**config.mk**
```make
export PLATFORM = sky130hd
export DESIGN_NAME = dspf_host_ctrl
export DESIGN_NICKNAME = d
export VERILOG_FILES = /design/src/logic/dspf_pkg.sv /design/src/logic/dspf_host_ctrl.sv /design/src/logic/dspf_spi_shift.sv /design/src/logic/dspf_word_size.sv
export VERILOG_INCLUDE_DIRS = /design/src /design/src/logic
export SDC_FILE = /design/constraint.sdc
export NUM_CORES = 1
export LEC_CHECK = 0
export CAP_MARGIN = 20
export CORE_MARGIN = 2
export CORE_UTILIZATION = 45
export DETAILED_ROUTE_END_ITERATION = 16
export DONT_BUFFER_PORTS = 1
export PLACE_DENSITY = 0.61
export SLEW_MARGIN = 40
export SYNTH_ARGS = -nofsm -noshare
export SYNTH_HDL_FRONTEND = slang
export SYNTH_SLANG_ARGS = --single-unit
```
**constraint.sdc**
```tcl
create_clock -name clk_sys_i -period 5.4 [get_ports clk_sys_i]
set_clock_uncertainty 0.1 [all_clocks]
set_input_delay 1.62 -clock clk_sys_i [delete_from_list [all_inputs] [get_ports clk_sys_i]]
set_output_delay 1.62 -clock clk_sys_i [all_outputs]
set_load 0.01 [all_outputs]
```
**src/logic/dspf_params.svh**
```systemverilog
`ifndef DSPF_PARAMS_SVH
`define DSPF_PARAMS_SVH

// ----------------------------------------
// Software register byte offsets
// ----------------------------------------
`define DSPF_REG_CMD        5'h00
`define DSPF_REG_WDATA_LO   5'h04
`define DSPF_REG_WDATA_HI   5'h08
`define DSPF_REG_RDATA_LO   5'h0C
`define DSPF_REG_RDATA_HI   5'h10
`define DSPF_REG_STATUS     5'h14

// ----------------------------------------
// Command register fields
// ----------------------------------------
`define DSPF_CMD_LOC_MSB    11
`define DSPF_CMD_RD_BIT     12
`define DSPF_CMD_HOLD_BIT   13
`define DSPF_CMD_CHIP_LSB   16
`define DSPF_CMD_CHIP_MSB   22

// ----------------------------------------
// Device location map
// ----------------------------------------
`define DSPF_LOC_PROG_BASE  12'h400
`define DSPF_LOC_PROG_LAST  12'h7FF
`define DSPF_LOC_SDATA_0    12'h810
`define DSPF_LOC_SDATA_4    12'h814
`define DSPF_LOC_SADR_0     12'h815
`define DSPF_LOC_SADR_4     12'h819
`define DSPF_LOC_CAP_A      12'h81A
`define DSPF_LOC_CAP_B      12'h81B
`define DSPF_LOC_RAMCFG     12'h81D
`define DSPF_LOC_SIN        12'h820

// ----------------------------------------
// Timing, header length and reset values
// ----------------------------------------
`define DSPF_SCLK_HALF      4'h6
`define DSPF_HDR_BYTES      4'h3
`define DSPF_CHIP_RST       7'h00

`endif

```
**src/logic/dspf_pkg.sv**
```systemverilog
package dspf_pkg;

   typedef enum logic [2:0] {
      DSPF_IDLE  = 3'b000,
      DSPF_SETUP = 3'b001,
      DSPF_SEND  = 3'b010,
      DSPF_WAIT  = 3'b011,
      DSPF_CLOSE = 3'b100
   } dspf_state_t;

   typedef enum logic [1:0] {
      DSPF_SH_IDLE = 2'b00,
      DSPF_SH_LOW  = 2'b01,
      DSPF_SH_HIGH = 2'b10
   } dspf_sh_state_t;

endpackage

```
**src/logic/dspf_host_ctrl.sv**
```systemverilog
// Decided for this implementation: register access over Avalon-MM.
`include "dspf_params.svh"

module dspf_host_ctrl (
   input  wire logic        clk_sys_i,
   input  wire logic        rst_n_i,
   input  wire logic [4:0]  avs_address_i,
   input  wire logic        avs_read_i,
   input  wire logic        avs_write_i,
   input  wire logic [31:0] avs_writedata_i,
   output logic      [31:0] avs_readdata_o,
   output logic             avs_waitrequest_o,
   output logic             spi_sclk_o,
   output logic             spi_mosi_o,
   input  wire logic        spi_miso_i,
   output logic             spi_frame_latch_n_o
);

   dspf_pkg::dspf_state_t state_r, state_nxt;
   logic [6:0]  chip_r, chip_nxt;
   logic [11:0] loc_r, loc_nxt;
   logic        rd_r, rd_nxt;
   logic        hold_r, hold_nxt;
   logic        hdr_r, hdr_nxt;
   logic        open_r, open_nxt;
   logic        latch_n_r, latch_n_nxt;
   logic        start_r, start_nxt;
   logic [3:0]  idx_r, idx_nxt;
   logic [3:0]  total_r, total_nxt;
   logic [39:0] wdata_r, wdata_nxt;
   logic [39:0] rdata_r, rdata_nxt;
   logic [31:0] rdout_r, rdout_nxt;
   logic        wait_r, wait_nxt;
   logic        req, stall, wr_take, cmd_take;
   logic [2:0]  len;
   logic [39:0] mask;
   logic [39:0] word_m;
   logic [3:0]  hdr_n;
   logic [3:0]  data_idx;
   logic [2:0]  byte_sel;
   logic [7:0]  tx_byte;
   logic        sh_done;
   logic [7:0]  sh_rx;

   // ----------------------------------------
   // Word size decode and byte shifter
   // ----------------------------------------
   dspf_word_size u_size (
      .loc_i  (loc_r),
      .rd_i   (rd_r),
      .len_o  (len),
      .mask_o (mask)
   );

   dspf_spi_shift u_shift (
      .clk_sys_i (clk_sys_i),
      .rst_n_i   (rst_n_i),
      .start_i   (start_r),
      .tx_byte_i (tx_byte),
      .miso_i    (spi_miso_i),
      .sclk_o    (spi_sclk_o),
      .mosi_o    (spi_mosi_o),
      .done_o    (sh_done),
      .rx_byte_o (sh_rx)
   );

   // ----------------------------------------
   // Outgoing byte selection
   // ----------------------------------------
   assign hdr_n    = hdr_r ? `DSPF_HDR_BYTES : 4'h0;
   assign data_idx = idx_r - hdr_n;
   assign byte_sel = 3'(len - 3'h1 - data_idx[2:0]);
   assign word_m   = wdata_r & mask;

   always_comb begin
      tx_byte = 8'h00;
      if (hdr_r && idx_r == 4'h0) begin
         tx_byte = {chip_r, rd_r};
      end else if (hdr_r && idx_r == 4'h1) begin
         tx_byte = {4'h0, loc_r[11:8]};
      end else if (hdr_r && idx_r == 4'h2) begin
         tx_byte = loc_r[7:0];
      end else if (!rd_r) begin
         case (byte_sel)
            3'h0: tx_byte = word_m[7:0];
            3'h1: tx_byte = word_m[15:8];
            3'h2: tx_byte = word_m[23:16];
            3'h3: tx_byte = word_m[31:24];
            3'h4: tx_byte = word_m[39:32];
            default: tx_byte = 8'h00;
         endcase
      end
   end

   // ----------------------------------------
   // Avalon slave handshake
   // ----------------------------------------
   assign req      = avs_read_i | avs_write_i;
   assign stall    = avs_write_i & (state_r != dspf_pkg::DSPF_IDLE);
   assign wr_take  = avs_write_i & ~wait_r;
   assign cmd_take = wr_take & (avs_address_i == `DSPF_REG_CMD);

   always_comb begin
      wait_nxt  = ~(req & wait_r & ~stall);
      rdout_nxt = rdout_r;
      if (req & wait_r & ~stall) begin
         case (avs_address_i)
            `DSPF_REG_CMD:      rdout_nxt = {9'h000, chip_r, 2'h0, hold_r, rd_r, loc_r};
            `DSPF_REG_WDATA_LO: rdout_nxt = wdata_r[31:0];
            `DSPF_REG_WDATA_HI: rdout_nxt = {24'h000000, wdata_r[39:32]};
            `DSPF_REG_RDATA_LO: rdout_nxt = rdata_r[31:0];
            `DSPF_REG_RDATA_HI: rdout_nxt = {24'h000000, rdata_r[39:32]};
            `DSPF_REG_STATUS:   rdout_nxt = {4'h0, loc_r, 14'h0000, open_r,
                                             (state_r != dspf_pkg::DSPF_IDLE)};
            default:            rdout_nxt = 32'h00000000;
         endcase
      end
   end

   // ----------------------------------------
   // Frame sequencer
   // ----------------------------------------
   always_comb begin
      state_nxt   = state_r;
      chip_nxt    = chip_r;
      loc_nxt     = loc_r;
      rd_nxt      = rd_r;
      hold_nxt    = hold_r;
      hdr_nxt     = hdr_r;
      open_nxt    = open_r;
      latch_n_nxt = latch_n_r;
      start_nxt   = 1'b0;
      idx_nxt     = idx_r;
      total_nxt   = total_r;
      wdata_nxt   = wdata_r;
      rdata_nxt   = rdata_r;
      if (wr_take && avs_address_i == `DSPF_REG_WDATA_LO) begin
         wdata_nxt[31:0] = avs_writedata_i;
      end
      if (wr_take && avs_address_i == `DSPF_REG_WDATA_HI) begin
         wdata_nxt[39:32] = avs_writedata_i[7:0];
      end
      case (state_r)
         dspf_pkg::DSPF_IDLE: begin
            if (cmd_take) begin
               hold_nxt = avs_writedata_i[`DSPF_CMD_HOLD_BIT];
               if (open_r) begin
                  loc_nxt = loc_r + 12'h001;
                  hdr_nxt = 1'b0;
               end else begin
                  chip_nxt = avs_writedata_i[`DSPF_CMD_CHIP_MSB:`DSPF_CMD_CHIP_LSB];
                  rd_nxt   = avs_writedata_i[`DSPF_CMD_RD_BIT];
                  loc_nxt  = avs_writedata_i[`DSPF_CMD_LOC_MSB:0];
                  hdr_nxt  = 1'b1;
               end
               state_nxt = dspf_pkg::DSPF_SETUP;
            end
         end
         dspf_pkg::DSPF_SETUP: begin
            latch_n_nxt = 1'b0;
            idx_nxt     = 4'h0;
            rdata_nxt   = 40'h0000000000;
            total_nxt   = hdr_n + {1'b0, len};
            state_nxt   = dspf_pkg::DSPF_SEND;
         end
         dspf_pkg::DSPF_SEND: begin
            start_nxt = 1'b1;
            state_nxt = dspf_pkg::DSPF_WAIT;
         end
         dspf_pkg::DSPF_WAIT: begin
            if (sh_done) begin
               if (rd_r && idx_r >= hdr_n) begin
                  rdata_nxt = {rdata_r[31:0], sh_rx};
               end
               if (idx_r == total_r - 4'h1) begin
                  if (hold_r) begin
                     open_nxt  = 1'b1;
                     state_nxt = dspf_pkg::DSPF_IDLE;
                  end else begin
                     state_nxt = dspf_pkg::DSPF_CLOSE;
                  end
               end else begin
                  idx_nxt   = idx_r + 4'h1;
                  state_nxt = dspf_pkg::DSPF_SEND;
               end
            end
         end
         dspf_pkg::DSPF_CLOSE: begin
            latch_n_nxt = 1'b1;
            open_nxt    = 1'b0;
            state_nxt   = dspf_pkg::DSPF_IDLE;
         end
         default: begin
            state_nxt = dspf_pkg::DSPF_IDLE;
         end
      endcase
   end

   always_ff @(posedge clk_sys_i or negedge rst_n_i) begin
      if (!rst_n_i) begin
         state_r   <= dspf_pkg::DSPF_IDLE;
         chip_r    <= `DSPF_CHIP_RST;
         loc_r     <= 12'h000;
         rd_r      <= 1'b0;
         hold_r    <= 1'b0;
         hdr_r     <= 1'b0;
         open_r    <= 1'b0;
         latch_n_r <= 1'b1;
         start_r   <= 1'b0;
         idx_r     <= 4'h0;
         total_r   <= 4'h0;
         wdata_r   <= 40'h0000000000;
         rdata_r   <= 40'h0000000000;
         rdout_r   <= 32'h00000000;
         wait_r    <= 1'b1;
      end else begin
         state_r   <= state_nxt;
         chip_r    <= chip_nxt;
         loc_r     <= loc_nxt;
         rd_r      <= rd_nxt;
         hold_r    <= hold_nxt;
         hdr_r     <= hdr_nxt;
         open_r    <= open_nxt;
         latch_n_r <= latch_n_nxt;
         start_r   <= start_nxt;
         idx_r     <= idx_nxt;
         total_r   <= total_nxt;
         wdata_r   <= wdata_nxt;
         rdata_r   <= rdata_nxt;
         rdout_r   <= rdout_nxt;
         wait_r    <= wait_nxt;
      end
   end

   assign avs_readdata_o      = rdout_r;
   assign avs_waitrequest_o   = wait_r;
   assign spi_frame_latch_n_o = latch_n_r;
endmodule

```
**src/logic/dspf_spi_shift.sv**
```systemverilog
`include "dspf_params.svh"

module dspf_spi_shift (
   input  wire logic       clk_sys_i,
   input  wire logic       rst_n_i,
   input  wire logic       start_i,
   input  wire logic [7:0] tx_byte_i,
   input  wire logic       miso_i,
   output logic            sclk_o,
   output logic            mosi_o,
   output logic            done_o,
   output logic      [7:0] rx_byte_o
);

   dspf_pkg::dspf_sh_state_t st_r, st_nxt;
   logic [3:0] cnt_r, cnt_nxt;
   logic [2:0] bit_r, bit_nxt;
   logic [7:0] sh_r, sh_nxt;
   logic [7:0] rx_r, rx_nxt;
   logic       sclk_r, sclk_nxt;
   logic       mosi_r, mosi_nxt;
   logic       done_r, done_nxt;
   logic       miso_m_r, miso_s_r;
   logic       tick;

   // ----------------------------------------
   // Input synchroniser
   // ----------------------------------------
   always_ff @(posedge clk_sys_i or negedge rst_n_i) begin
      if (!rst_n_i) begin
         miso_m_r <= 1'b0;
         miso_s_r <= 1'b0;
      end else begin
         miso_m_r <= miso_i;
         miso_s_r <= miso_m_r;
      end
   end

   assign tick = (cnt_r == `DSPF_SCLK_HALF - 4'h1);

   // ----------------------------------------
   // Mode 0 byte shifter, MSB first
   // ----------------------------------------
   always_comb begin
      st_nxt   = st_r;
      cnt_nxt  = cnt_r + 4'h1;
      bit_nxt  = bit_r;
      sh_nxt   = sh_r;
      rx_nxt   = rx_r;
      sclk_nxt = sclk_r;
      mosi_nxt = mosi_r;
      done_nxt = 1'b0;
      case (st_r)
         dspf_pkg::DSPF_SH_IDLE: begin
            cnt_nxt = 4'h0;
            if (start_i) begin
               sh_nxt   = tx_byte_i;
               mosi_nxt = tx_byte_i[7];
               bit_nxt  = 3'h7;
               st_nxt   = dspf_pkg::DSPF_SH_LOW;
            end
         end
         dspf_pkg::DSPF_SH_LOW: begin
            if (tick) begin
               cnt_nxt  = 4'h0;
               sclk_nxt = 1'b1;
               rx_nxt   = {rx_r[6:0], miso_s_r};
               st_nxt   = dspf_pkg::DSPF_SH_HIGH;
            end
         end
         dspf_pkg::DSPF_SH_HIGH: begin
            if (tick) begin
               cnt_nxt  = 4'h0;
               sclk_nxt = 1'b0;
               if (bit_r == 3'h0) begin
                  done_nxt = 1'b1;
                  st_nxt   = dspf_pkg::DSPF_SH_IDLE;
               end else begin
                  bit_nxt  = bit_r - 3'h1;
                  sh_nxt   = {sh_r[6:0], 1'b0};
                  mosi_nxt = sh_r[6];
                  st_nxt   = dspf_pkg::DSPF_SH_LOW;
               end
            end
         end
         default: begin
            st_nxt = dspf_pkg::DSPF_SH_IDLE;
         end
      endcase
   end

   always_ff @(posedge clk_sys_i or negedge rst_n_i) begin
      if (!rst_n_i) begin
         st_r   <= dspf_pkg::DSPF_SH_IDLE;
         cnt_r  <= 4'h0;
         bit_r  <= 3'h0;
         sh_r   <= 8'h00;
         rx_r   <= 8'h00;
         sclk_r <= 1'b0;
         mosi_r <= 1'b0;
         done_r <= 1'b0;
      end else begin
         st_r   <= st_nxt;
         cnt_r  <= cnt_nxt;
         bit_r  <= bit_nxt;
         sh_r   <= sh_nxt;
         rx_r   <= rx_nxt;
         sclk_r <= sclk_nxt;
         mosi_r <= mosi_nxt;
         done_r <= done_nxt;
      end
   end

   assign sclk_o    = sclk_r;
   assign mosi_o    = mosi_r;
   assign done_o    = done_r;
   assign rx_byte_o = rx_r;
endmodule

```
**src/logic/dspf_word_size.sv**
```systemverilog
`include "dspf_params.svh"

module dspf_word_size (
   input  wire logic [11:0] loc_i,
   input  wire logic        rd_i,
   output logic      [2:0]  len_o,
   output logic      [39:0] mask_o
);

   logic [5:0] nbits;

   // ----------------------------------------
   // Byte count and value width per location
   // ----------------------------------------
   always_comb begin
      len_o = 3'h2;
      nbits = 6'h10;
      if (loc_i < `DSPF_LOC_PROG_BASE) begin
         len_o = 3'h4;
         nbits = 6'h1C;
      end else if (loc_i <= `DSPF_LOC_PROG_LAST) begin
         len_o = 3'h5;
         nbits = 6'h28;
      end else if (loc_i == `DSPF_LOC_CAP_A || loc_i == `DSPF_LOC_CAP_B) begin
         if (rd_i) begin
            len_o = 3'h3;
            nbits = 6'h18;
         end else begin
            len_o = 3'h2;
            nbits = 6'h0D;
         end
      end else if (loc_i >= `DSPF_LOC_SDATA_0 && loc_i <= `DSPF_LOC_SDATA_4) begin
         len_o = 3'h5;
         nbits = 6'h1C;
      end else if (loc_i >= `DSPF_LOC_SADR_0 && loc_i <= `DSPF_LOC_SADR_4) begin
         len_o = 3'h2;
         nbits = 6'h0A;
      end else if (loc_i == `DSPF_LOC_RAMCFG || loc_i == `DSPF_LOC_SIN) begin
         len_o = 3'h1;
         nbits = 6'h08;
      end else begin
         len_o = 3'h2;
         nbits = 6'h10;
      end
   end

   // ----------------------------------------
   // Zero fill above the value
   // ----------------------------------------
   generate
      for (genvar i = 0; i < 40; i++) begin : g_mask
         assign mask_o[i] = (6'(i) < nbits);
      end
   endgenerate

endmodule
```
== Yosys cells after proc, flatten, opt, wreduce, memory -nomap -nowiden ==
Index checks and enable logic that the tools add are counted.
Word-level totals
  register bits after elaboration: 178
  output and inout port bits: 36
  logic and storage cells: 224
Operators by class
  reduce and logical (&&, ||, !) cells: 33
  equal/unequal tests: 33
  bitwise gates (word level): 11
  $lt $le $gt $ge: 47
  add/subtract/negate cells: 9
  multiplexer cells: 65
Operator list (count)
  32-bit case mux with 6 select lines: 1
  5-bit by 6-bit < comparator with 1-bit output (first input constant): 16
  40-bit 2-to-1 mux: 2
  40-bit case mux with 2 select lines: 1
  12-bit == test (second input constant): 4
  4-bit by 6-bit < comparator with 1-bit output (first input constant): 8
  6-bit < comparator (first input constant): 8
  40-bit bitwise AND: 1
  8-bit case mux with 5 select lines: 1
  3-bit 2-to-1 mux: 12
  8-bit 2-to-1 mux: 4
  6-bit 2-to-1 mux: 5
  12-bit greater-or-equal comparator (second input constant): 2
  12-bit <= comparator (second input constant): 2
  3-bit by 6-bit < comparator with 1-bit output (first input constant): 4
  7-bit 2-to-1 mux: 3
  4-bit case mux with 2 select lines: 2
  1-bit 2-to-1 mux: 15
  3-bit AND reduction: 5
  2-bit inequality test (second input constant): 7
  7-bit case mux with 2 select lines: 1
  12-bit by 1-bit adder with 12-bit output (second input constant): 1
  3-bit by 2-bit == test with 1-bit output (second input constant): 4
  12-bit by 11-bit <= comparator with 1-bit output (second input constant): 1
  other kinds (44): 88

== Longest topological paths before layout ==
  depth in word-level cells: 18
  gate-level depth with buffers: 16

== Hierarchy ==
From an unflattened synthesis, not the netlist that was laid out.
Unflattened totals
  cell total of the unflattened synthesis: 1017
  area, all modules: 9934.5 sq um
By module, submodules not included
  dspf_host_ctrl: area each 8107.8 sq um, cells an instance 820, times used 1
  dspf_spi_shift: area each 1341.3 sq um, cells an instance 123, times used 1
  dspf_word_size: area each 485.5 sq um, cells an instance 74, times used 1

== Worst setup path after synthesis ==
OpenSTA, ideal clock, no wires.
  path type: flip-flop to flip-flop
  start: register loc_r[6]
  end: register u_shift.mosi_r, in the netlist u_shift.mosi_o
  setup slack: 1.287 ns
  arrival time: 3.901 ns
  stages on the path, launching flop included: 12
  cell sequence: dfrtp_1 -> or4b_4 -> o41ai_4 -> nor2_1 -> fa_1 -> ha_1 -> xor3_1 -> nor4b_1 -> o21a_1 -> or2_1 -> a221oi_2 -> a2111oi_2
On the way
  longest elaborated chain between the ends: 18
  elaborated cells on any way between the ends: 46
Ends and longest elaborated chain
  from (decl): RTL line dspf_host_ctrl.sv:21  | logic [11:0] loc_r, loc_nxt;
  from (signal assigned): RTL line dspf_host_ctrl.sv:219  | loc_r <= loc_nxt;
  parallel branches: the longest is 11 deep, another holds 12-bit greater-or-equal comparator
  8-bit case mux with 5 select lines *: RTL line dspf_host_ctrl.sv:84  | case (byte_sel)
  8-bit 2-to-1 mux *: RTL line dspf_host_ctrl.sv:83  | end else if (!rd_r) begin
  8-bit 2-to-1 mux *: RTL line dspf_host_ctrl.sv:81  | end else if (hdr_r && idx_r == 4'h2) begin
  8-bit 2-to-1 mux *: RTL line dspf_host_ctrl.sv:79  | end else if (hdr_r && idx_r == 4'h1) begin
  8-bit 2-to-1 mux *: RTL line dspf_host_ctrl.sv:77  | if (hdr_r && idx_r == 4'h0) begin
  1-bit 2-to-1 mux *: RTL line dspf_spi_shift.sv:56  | if (start_i) begin
  1-bit case mux with 2 select lines *: RTL line dspf_spi_shift.sv:53  | case (st_r)
  to (signal assigned): RTL line dspf_spi_shift.sv:109  | mosi_r <= mosi_nxt;
  to (decl): RTL line dspf_spi_shift.sv:21  | logic mosi_r, mosi_nxt;
Mark *: on every way between the ends. The select of a mux whose other input is x is not followed.
A chain may end at the register's enable or synchronous reset.

== Worst setup path after layout ==
  start: register loc_r[7]
  end: register u_shift.sh_r[6]
On the way
  longest elaborated chain between the ends: 18
  elaborated cells on any way between the ends: 46
Ends and longest elaborated chain
  parallel branches: the longest is 11 deep, another holds 12-bit greater-or-equal comparator
  8-bit case mux with 5 select lines *: RTL line dspf_host_ctrl.sv:84
  8-bit 2-to-1 mux *: RTL line dspf_host_ctrl.sv:83
  8-bit 2-to-1 mux *: RTL line dspf_host_ctrl.sv:81
  8-bit 2-to-1 mux *: RTL line dspf_host_ctrl.sv:79
  8-bit 2-to-1 mux *: RTL line dspf_host_ctrl.sv:77
  7-bit 2-to-1 mux *: RTL line dspf_spi_shift.sv:56
  7-bit case mux with 2 select lines *: RTL line dspf_spi_shift.sv:53
  to (signal assigned): RTL line dspf_spi_shift.sv:106  | sh_r <= sh_nxt;
  to (decl): RTL line dspf_spi_shift.sv:18  | logic [7:0] sh_r, sh_nxt;
Marks and branches as above.

==> impl_summary.txt <==
----------------------------------------------------
[Finish]
  Layout cell share with drive strength beyond 1 ... 0.161
  Area added between synthesis and finish ... 8.88%
  Final design utilization ... 0.501
  Number of antenna diodes ... 0
  Nets@finish ... 978

[Yosys]
  Post-synth design cell area ... 0.00935 mm²
  Leading cell types by total area after synthesis ... sky130_fd_sc_hd__dfrtp_1, sky130_fd_sc_hd__mux2_2, sky130_fd_sc_hd__nand2_1
  EDFF count, synth ... 0
  Xor-xnor portion of the synthesized cell area ... 0.0137
  Mapped Nets ... 997
  Largest family of logic cells by synthesized area ... compound AO/OA/AOI/OAI gates
  Proportion of synthesized area in mux cells ... 0.100
  Fraction of registers with async set or reset after synthesis ... 1.00
  Instance count of the mapped netlist ... 930
  Area fraction of the dominant cell type after synthesis ... 0.471
  Fraction of the mapped netlist area in simple logic gates ... 0.158
  Cell taking the most area after synthesis ... sky130_fd_sc_hd__dfrtp_1
  Flip-flop cell with the highest count after synthesis ... sky130_fd_sc_hd__dfrtp_1
  Synthesized flop and latch total ... 178
  Distinct cells, synth ... 85
  Yosys warns ... 0
  Part of the Yosys area used for sequential elements ... 0.477
  Adder-Cell Fraction of Synth Area ... 0.0359
  Post-synthesis compound-gate area fraction ... 0.178
  Synthesized area per cell ... 10.0 µm²

[STA]
  Relative slew slack ... 0.488
  Smallest hold slack ... 0.272 ns
  Final hold violation count ... 0
  Slack of the critical path ... 0.776 ns
  Final setup viols ... 0
  Unrepaired setup endpoints after global routing ... no
  Max-slew violations ... 0
  Highest clock rate ... 216 MHz
  Sum of negative setup slack ... 0 ns
  Final Critical Period ... 4.62 ns
  Post-route fraction of the period consumed by the critical path ... 0.856
  Transition time at the pin with the least slew margin ... 0.765 ns

[Critical path]
  Type of the setup path with the least slack ... register to register
  Critical path required time ... 5.63 ns
  Crit Path Max Fanout ... 8
  Nature of the critical path endpoint ... register
  Startpoint type of the worst setup path ... register
  Signal arrival time at the worst endpoint ... 4.85 ns

[GRT]
  Number of global-route vias before repair ... 6898
  Wire length of the first global-routing pass ... 42900 µm
  Total routing resource utilization after global routing ... 0.261
  Leftover overflow at the end of global routing ... 0
  Number of antenna violations at the first check in global routing ... 0
  Maximum number of pins on one net before global-route repair ... 179

[Place]
  Number of port buffers ... 0
  Last weighted congestion value of the routability-driven placer ... 0.945
  Detailed placer's ending HPWL ... 20400 µm
  Post-place setup slack ... 0.866 ns

[Floorplan]
  Horizontal extent of the die ... 148 µm
  Rows ... 52
  Area enclosed by the die boundary ... 0.0219 mm²
  Die boundary height ... 148 µm
  # IOs ... 78
  Starting utilization of the core area ... 0.460
  Core outline area ... 0.0203 mm²

[Route]
  Residual antenna-violating net count after detailed routing ... 0
  Total vias in the final route ... 7245
  Pre-antenna DRT Iters ... 8
  Number of DRC violations after detailed-routing iteration 0 ... 866
  Routed vias/inst ... 6.07
  DR DRC count ... 0
  Average wire per cell in the routed design ... 23.5 µm
  Post-detailed-routing wire length ... 28100 µm

[Clock network]
  Maximum buffer depth of the clock tree ... 2
  Hold bufs inserted after CTS ... 0
  Number of H-tree branching levels ... 4
  Clock sink count ... 178
  Clock root buffer ... sky130_fd_sc_hd__clkbuf_16
  CTS buffer count ... 17
  TritonCTS clock tree ... built
  Worst-skew pair later-pin latency ... 0.44 ns
  Post-CTS Setup Inserts ... 0
  Total of cells resized after clock tree synthesis ... 0
  Clock slew seen by the registers of the worst setup and hold paths ... 0.08 ns

[Power]
  Worst vdd ir ... 0.182 mV
  Areal power density over the cells ... 318 mW/mm²
  Static leakage power ... 4.37 nW

[Status]
  Outcome ... complete, no violations

[Job]
  Number of max-cap violations ... 0

[Worst hold path]
  Worst hold path class ... register to register

----------------------------------------------------
-- per-layer routing --
| metal | track usage | vias to the layer above | routed length, µm |
|---|---|---|---|
| met1 | 0.373 | 3566 | 12500 |
| met5 | 0 | - | 0 |
| met2 | 0.392 | 297 | 12500 |
| met3 | 0.0610 | 56 | 2220 |
| li1 | - | 3326 | - |
| met4 | 0.0929 | 0 | 857 |
-- power by group --
group          total [mW]  switching [mW]  internal [mW]
Combinational       0.454           0.270          0.184
Clock                1.27           0.601          0.671
Sequential           1.51           0.101           1.41
-- cells in the mapped netlist (7+ instances only) --
master                     instances
sky130_fd_sc_hd__dfrtp_1         176
sky130_fd_sc_hd__nand2_1         147
sky130_fd_sc_hd__o21ai_0          85
sky130_fd_sc_hd__mux2_2           59
sky130_fd_sc_hd__a21oi_1          57
sky130_fd_sc_hd__nor2_1           43
sky130_fd_sc_hd__clkbuf_1         42
sky130_fd_sc_hd__nand3_1          26
sky130_fd_sc_hd__inv_1            25
sky130_fd_sc_hd__ha_1             22
sky130_fd_sc_hd__a22oi_1          16
sky130_fd_sc_hd__nor3_1           16
sky130_fd_sc_hd__a22o_1           11
sky130_fd_sc_hd__mux2i_1          10
sky130_fd_sc_hd__a21o_1            9
sky130_fd_sc_hd__nand2b_1          8
sky130_fd_sc_hd__a221oi_1          7
sky130_fd_sc_hd__a222oi_1          7
sky130_fd_sc_hd__and2_1            7
sky130_fd_sc_hd__xnor2_1           7
-- path summary, 6_finish.rpt --
kind | cells past startpoint | slack (ns) | end | from
worst max-delay path | 12 | 0.78 | u_shift.sh_r[6] | loc_r[7]
worst min-delay path | 0 | 0.27 | u_shift.miso_s_r | u_shift.miso_m_r
worst max register to register | 12 | 0.78 | u_shift.sh_r[6] | loc_r[7]
worst min register to register | 0 | 0.27 | u_shift.miso_s_r | u_shift.miso_m_r
max in group asynchronous | 0 | 4.04 | spi_frame_latch_n_o | rst_n_i
min in group asynchronous | 0 | 0.77 | chip_r[2] | rst_n_i
-- layout by cell type (no fill, tap or decap), types with 6 or more instances in the layout --
master,instances
sky130_fd_sc_hd__a22oi_1,16
sky130_fd_sc_hd__nor2b_1,6
sky130_fd_sc_hd__xnor2_1,7
sky130_fd_sc_hd__clkbuf_16,17
sky130_fd_sc_hd__o21ai_0,85
sky130_fd_sc_hd__a21oi_1,57
sky130_fd_sc_hd__mux2_2,59
sky130_fd_sc_hd__nand4_1,6
sky130_fd_sc_hd__nand3_1,26
sky130_fd_sc_hd__nor3_1,14
sky130_fd_sc_hd__a222oi_1,7
sky130_fd_sc_hd__a221oi_1,7
sky130_fd_sc_hd__and3_1,6
sky130_fd_sc_hd__nor2_1,42
sky130_fd_sc_hd__mux2i_1,10
sky130_fd_sc_hd__mux4_2,6
sky130_fd_sc_hd__buf_4,16
sky130_fd_sc_hd__and2_1,7
sky130_fd_sc_hd__inv_1,25
sky130_fd_sc_hd__o22ai_1,6
sky130_fd_sc_hd__nand2_1,147
sky130_fd_sc_hd__a22o_1,11
sky130_fd_sc_hd__a21o_1,9
sky130_fd_sc_hd__dfrtp_1,176
sky130_fd_sc_hd__ha_1,22
sky130_fd_sc_hd__nand2b_1,8
-- layout make-up --
cell class                      instances  area [µm²]
Fill cell                            1896       10100
Multi-Input combinational cell        673        4570
Sequential cell                       178        4460
Clock buffer                           18         439
Tap cell                              270         338
Clock inverter                         14         161
Timing Repair Buffer                   16         120
Inverter                               25        93.8
-- logic make-up after synthesis --
kind of cell	Yosys count
flip-flops	178
XOR/XNOR	12
AO/OA/AOI/OAI	251
adder cells (fa/ha/maj)	25
multiplexers	77
AND/OR/NAND/NOR	308
buffers and inverters	79
-- through the flow --
step | std cells | power [mW] | instance area (µm²)
CTS | 1194 | 3.24 | 10200
finish | 1194 | 3.23 | 10200
global placement | 1162 | 1.98 | 9570
global route | 1194 | 3.36 | 10200
floorplan | 930 | 1.84 | 9350
detailed placement | 1162 | 1.97 | 9570
-- worst max-delay path, cell delays in order, from the launching register on --
cell                        delay [ns]
sky130_fd_sc_hd__dfrtp_1          0.46
sky130_fd_sc_hd__or4b_4           0.61
sky130_fd_sc_hd__or2_2            0.32
sky130_fd_sc_hd__a21oi_1          0.25
sky130_fd_sc_hd__nor2_1           0.17
sky130_fd_sc_hd__fa_1             0.46
sky130_fd_sc_hd__ha_1             0.21
sky130_fd_sc_hd__xor3_1           0.45
sky130_fd_sc_hd__nor4b_1          0.56
sky130_fd_sc_hd__o21a_1           0.20
sky130_fd_sc_hd__or2_1            0.22
sky130_fd_sc_hd__a221oi_2         0.12
sky130_fd_sc_hd__a2111oi_2        0.39
-- registers in the layout, indices dropped and copies added, names as in the netlist, 4 cells and up --
name               count
chip_r                 7
rdata_r               40
avs_readdata_o        32
total_r                4
wdata_r               40
u_shift.rx_byte_o      8
u_shift.cnt_r          4
idx_r                  4
u_shift.sh_r           7
loc_r                 12
No activity file was read; power rests on OpenSTA's default activity.
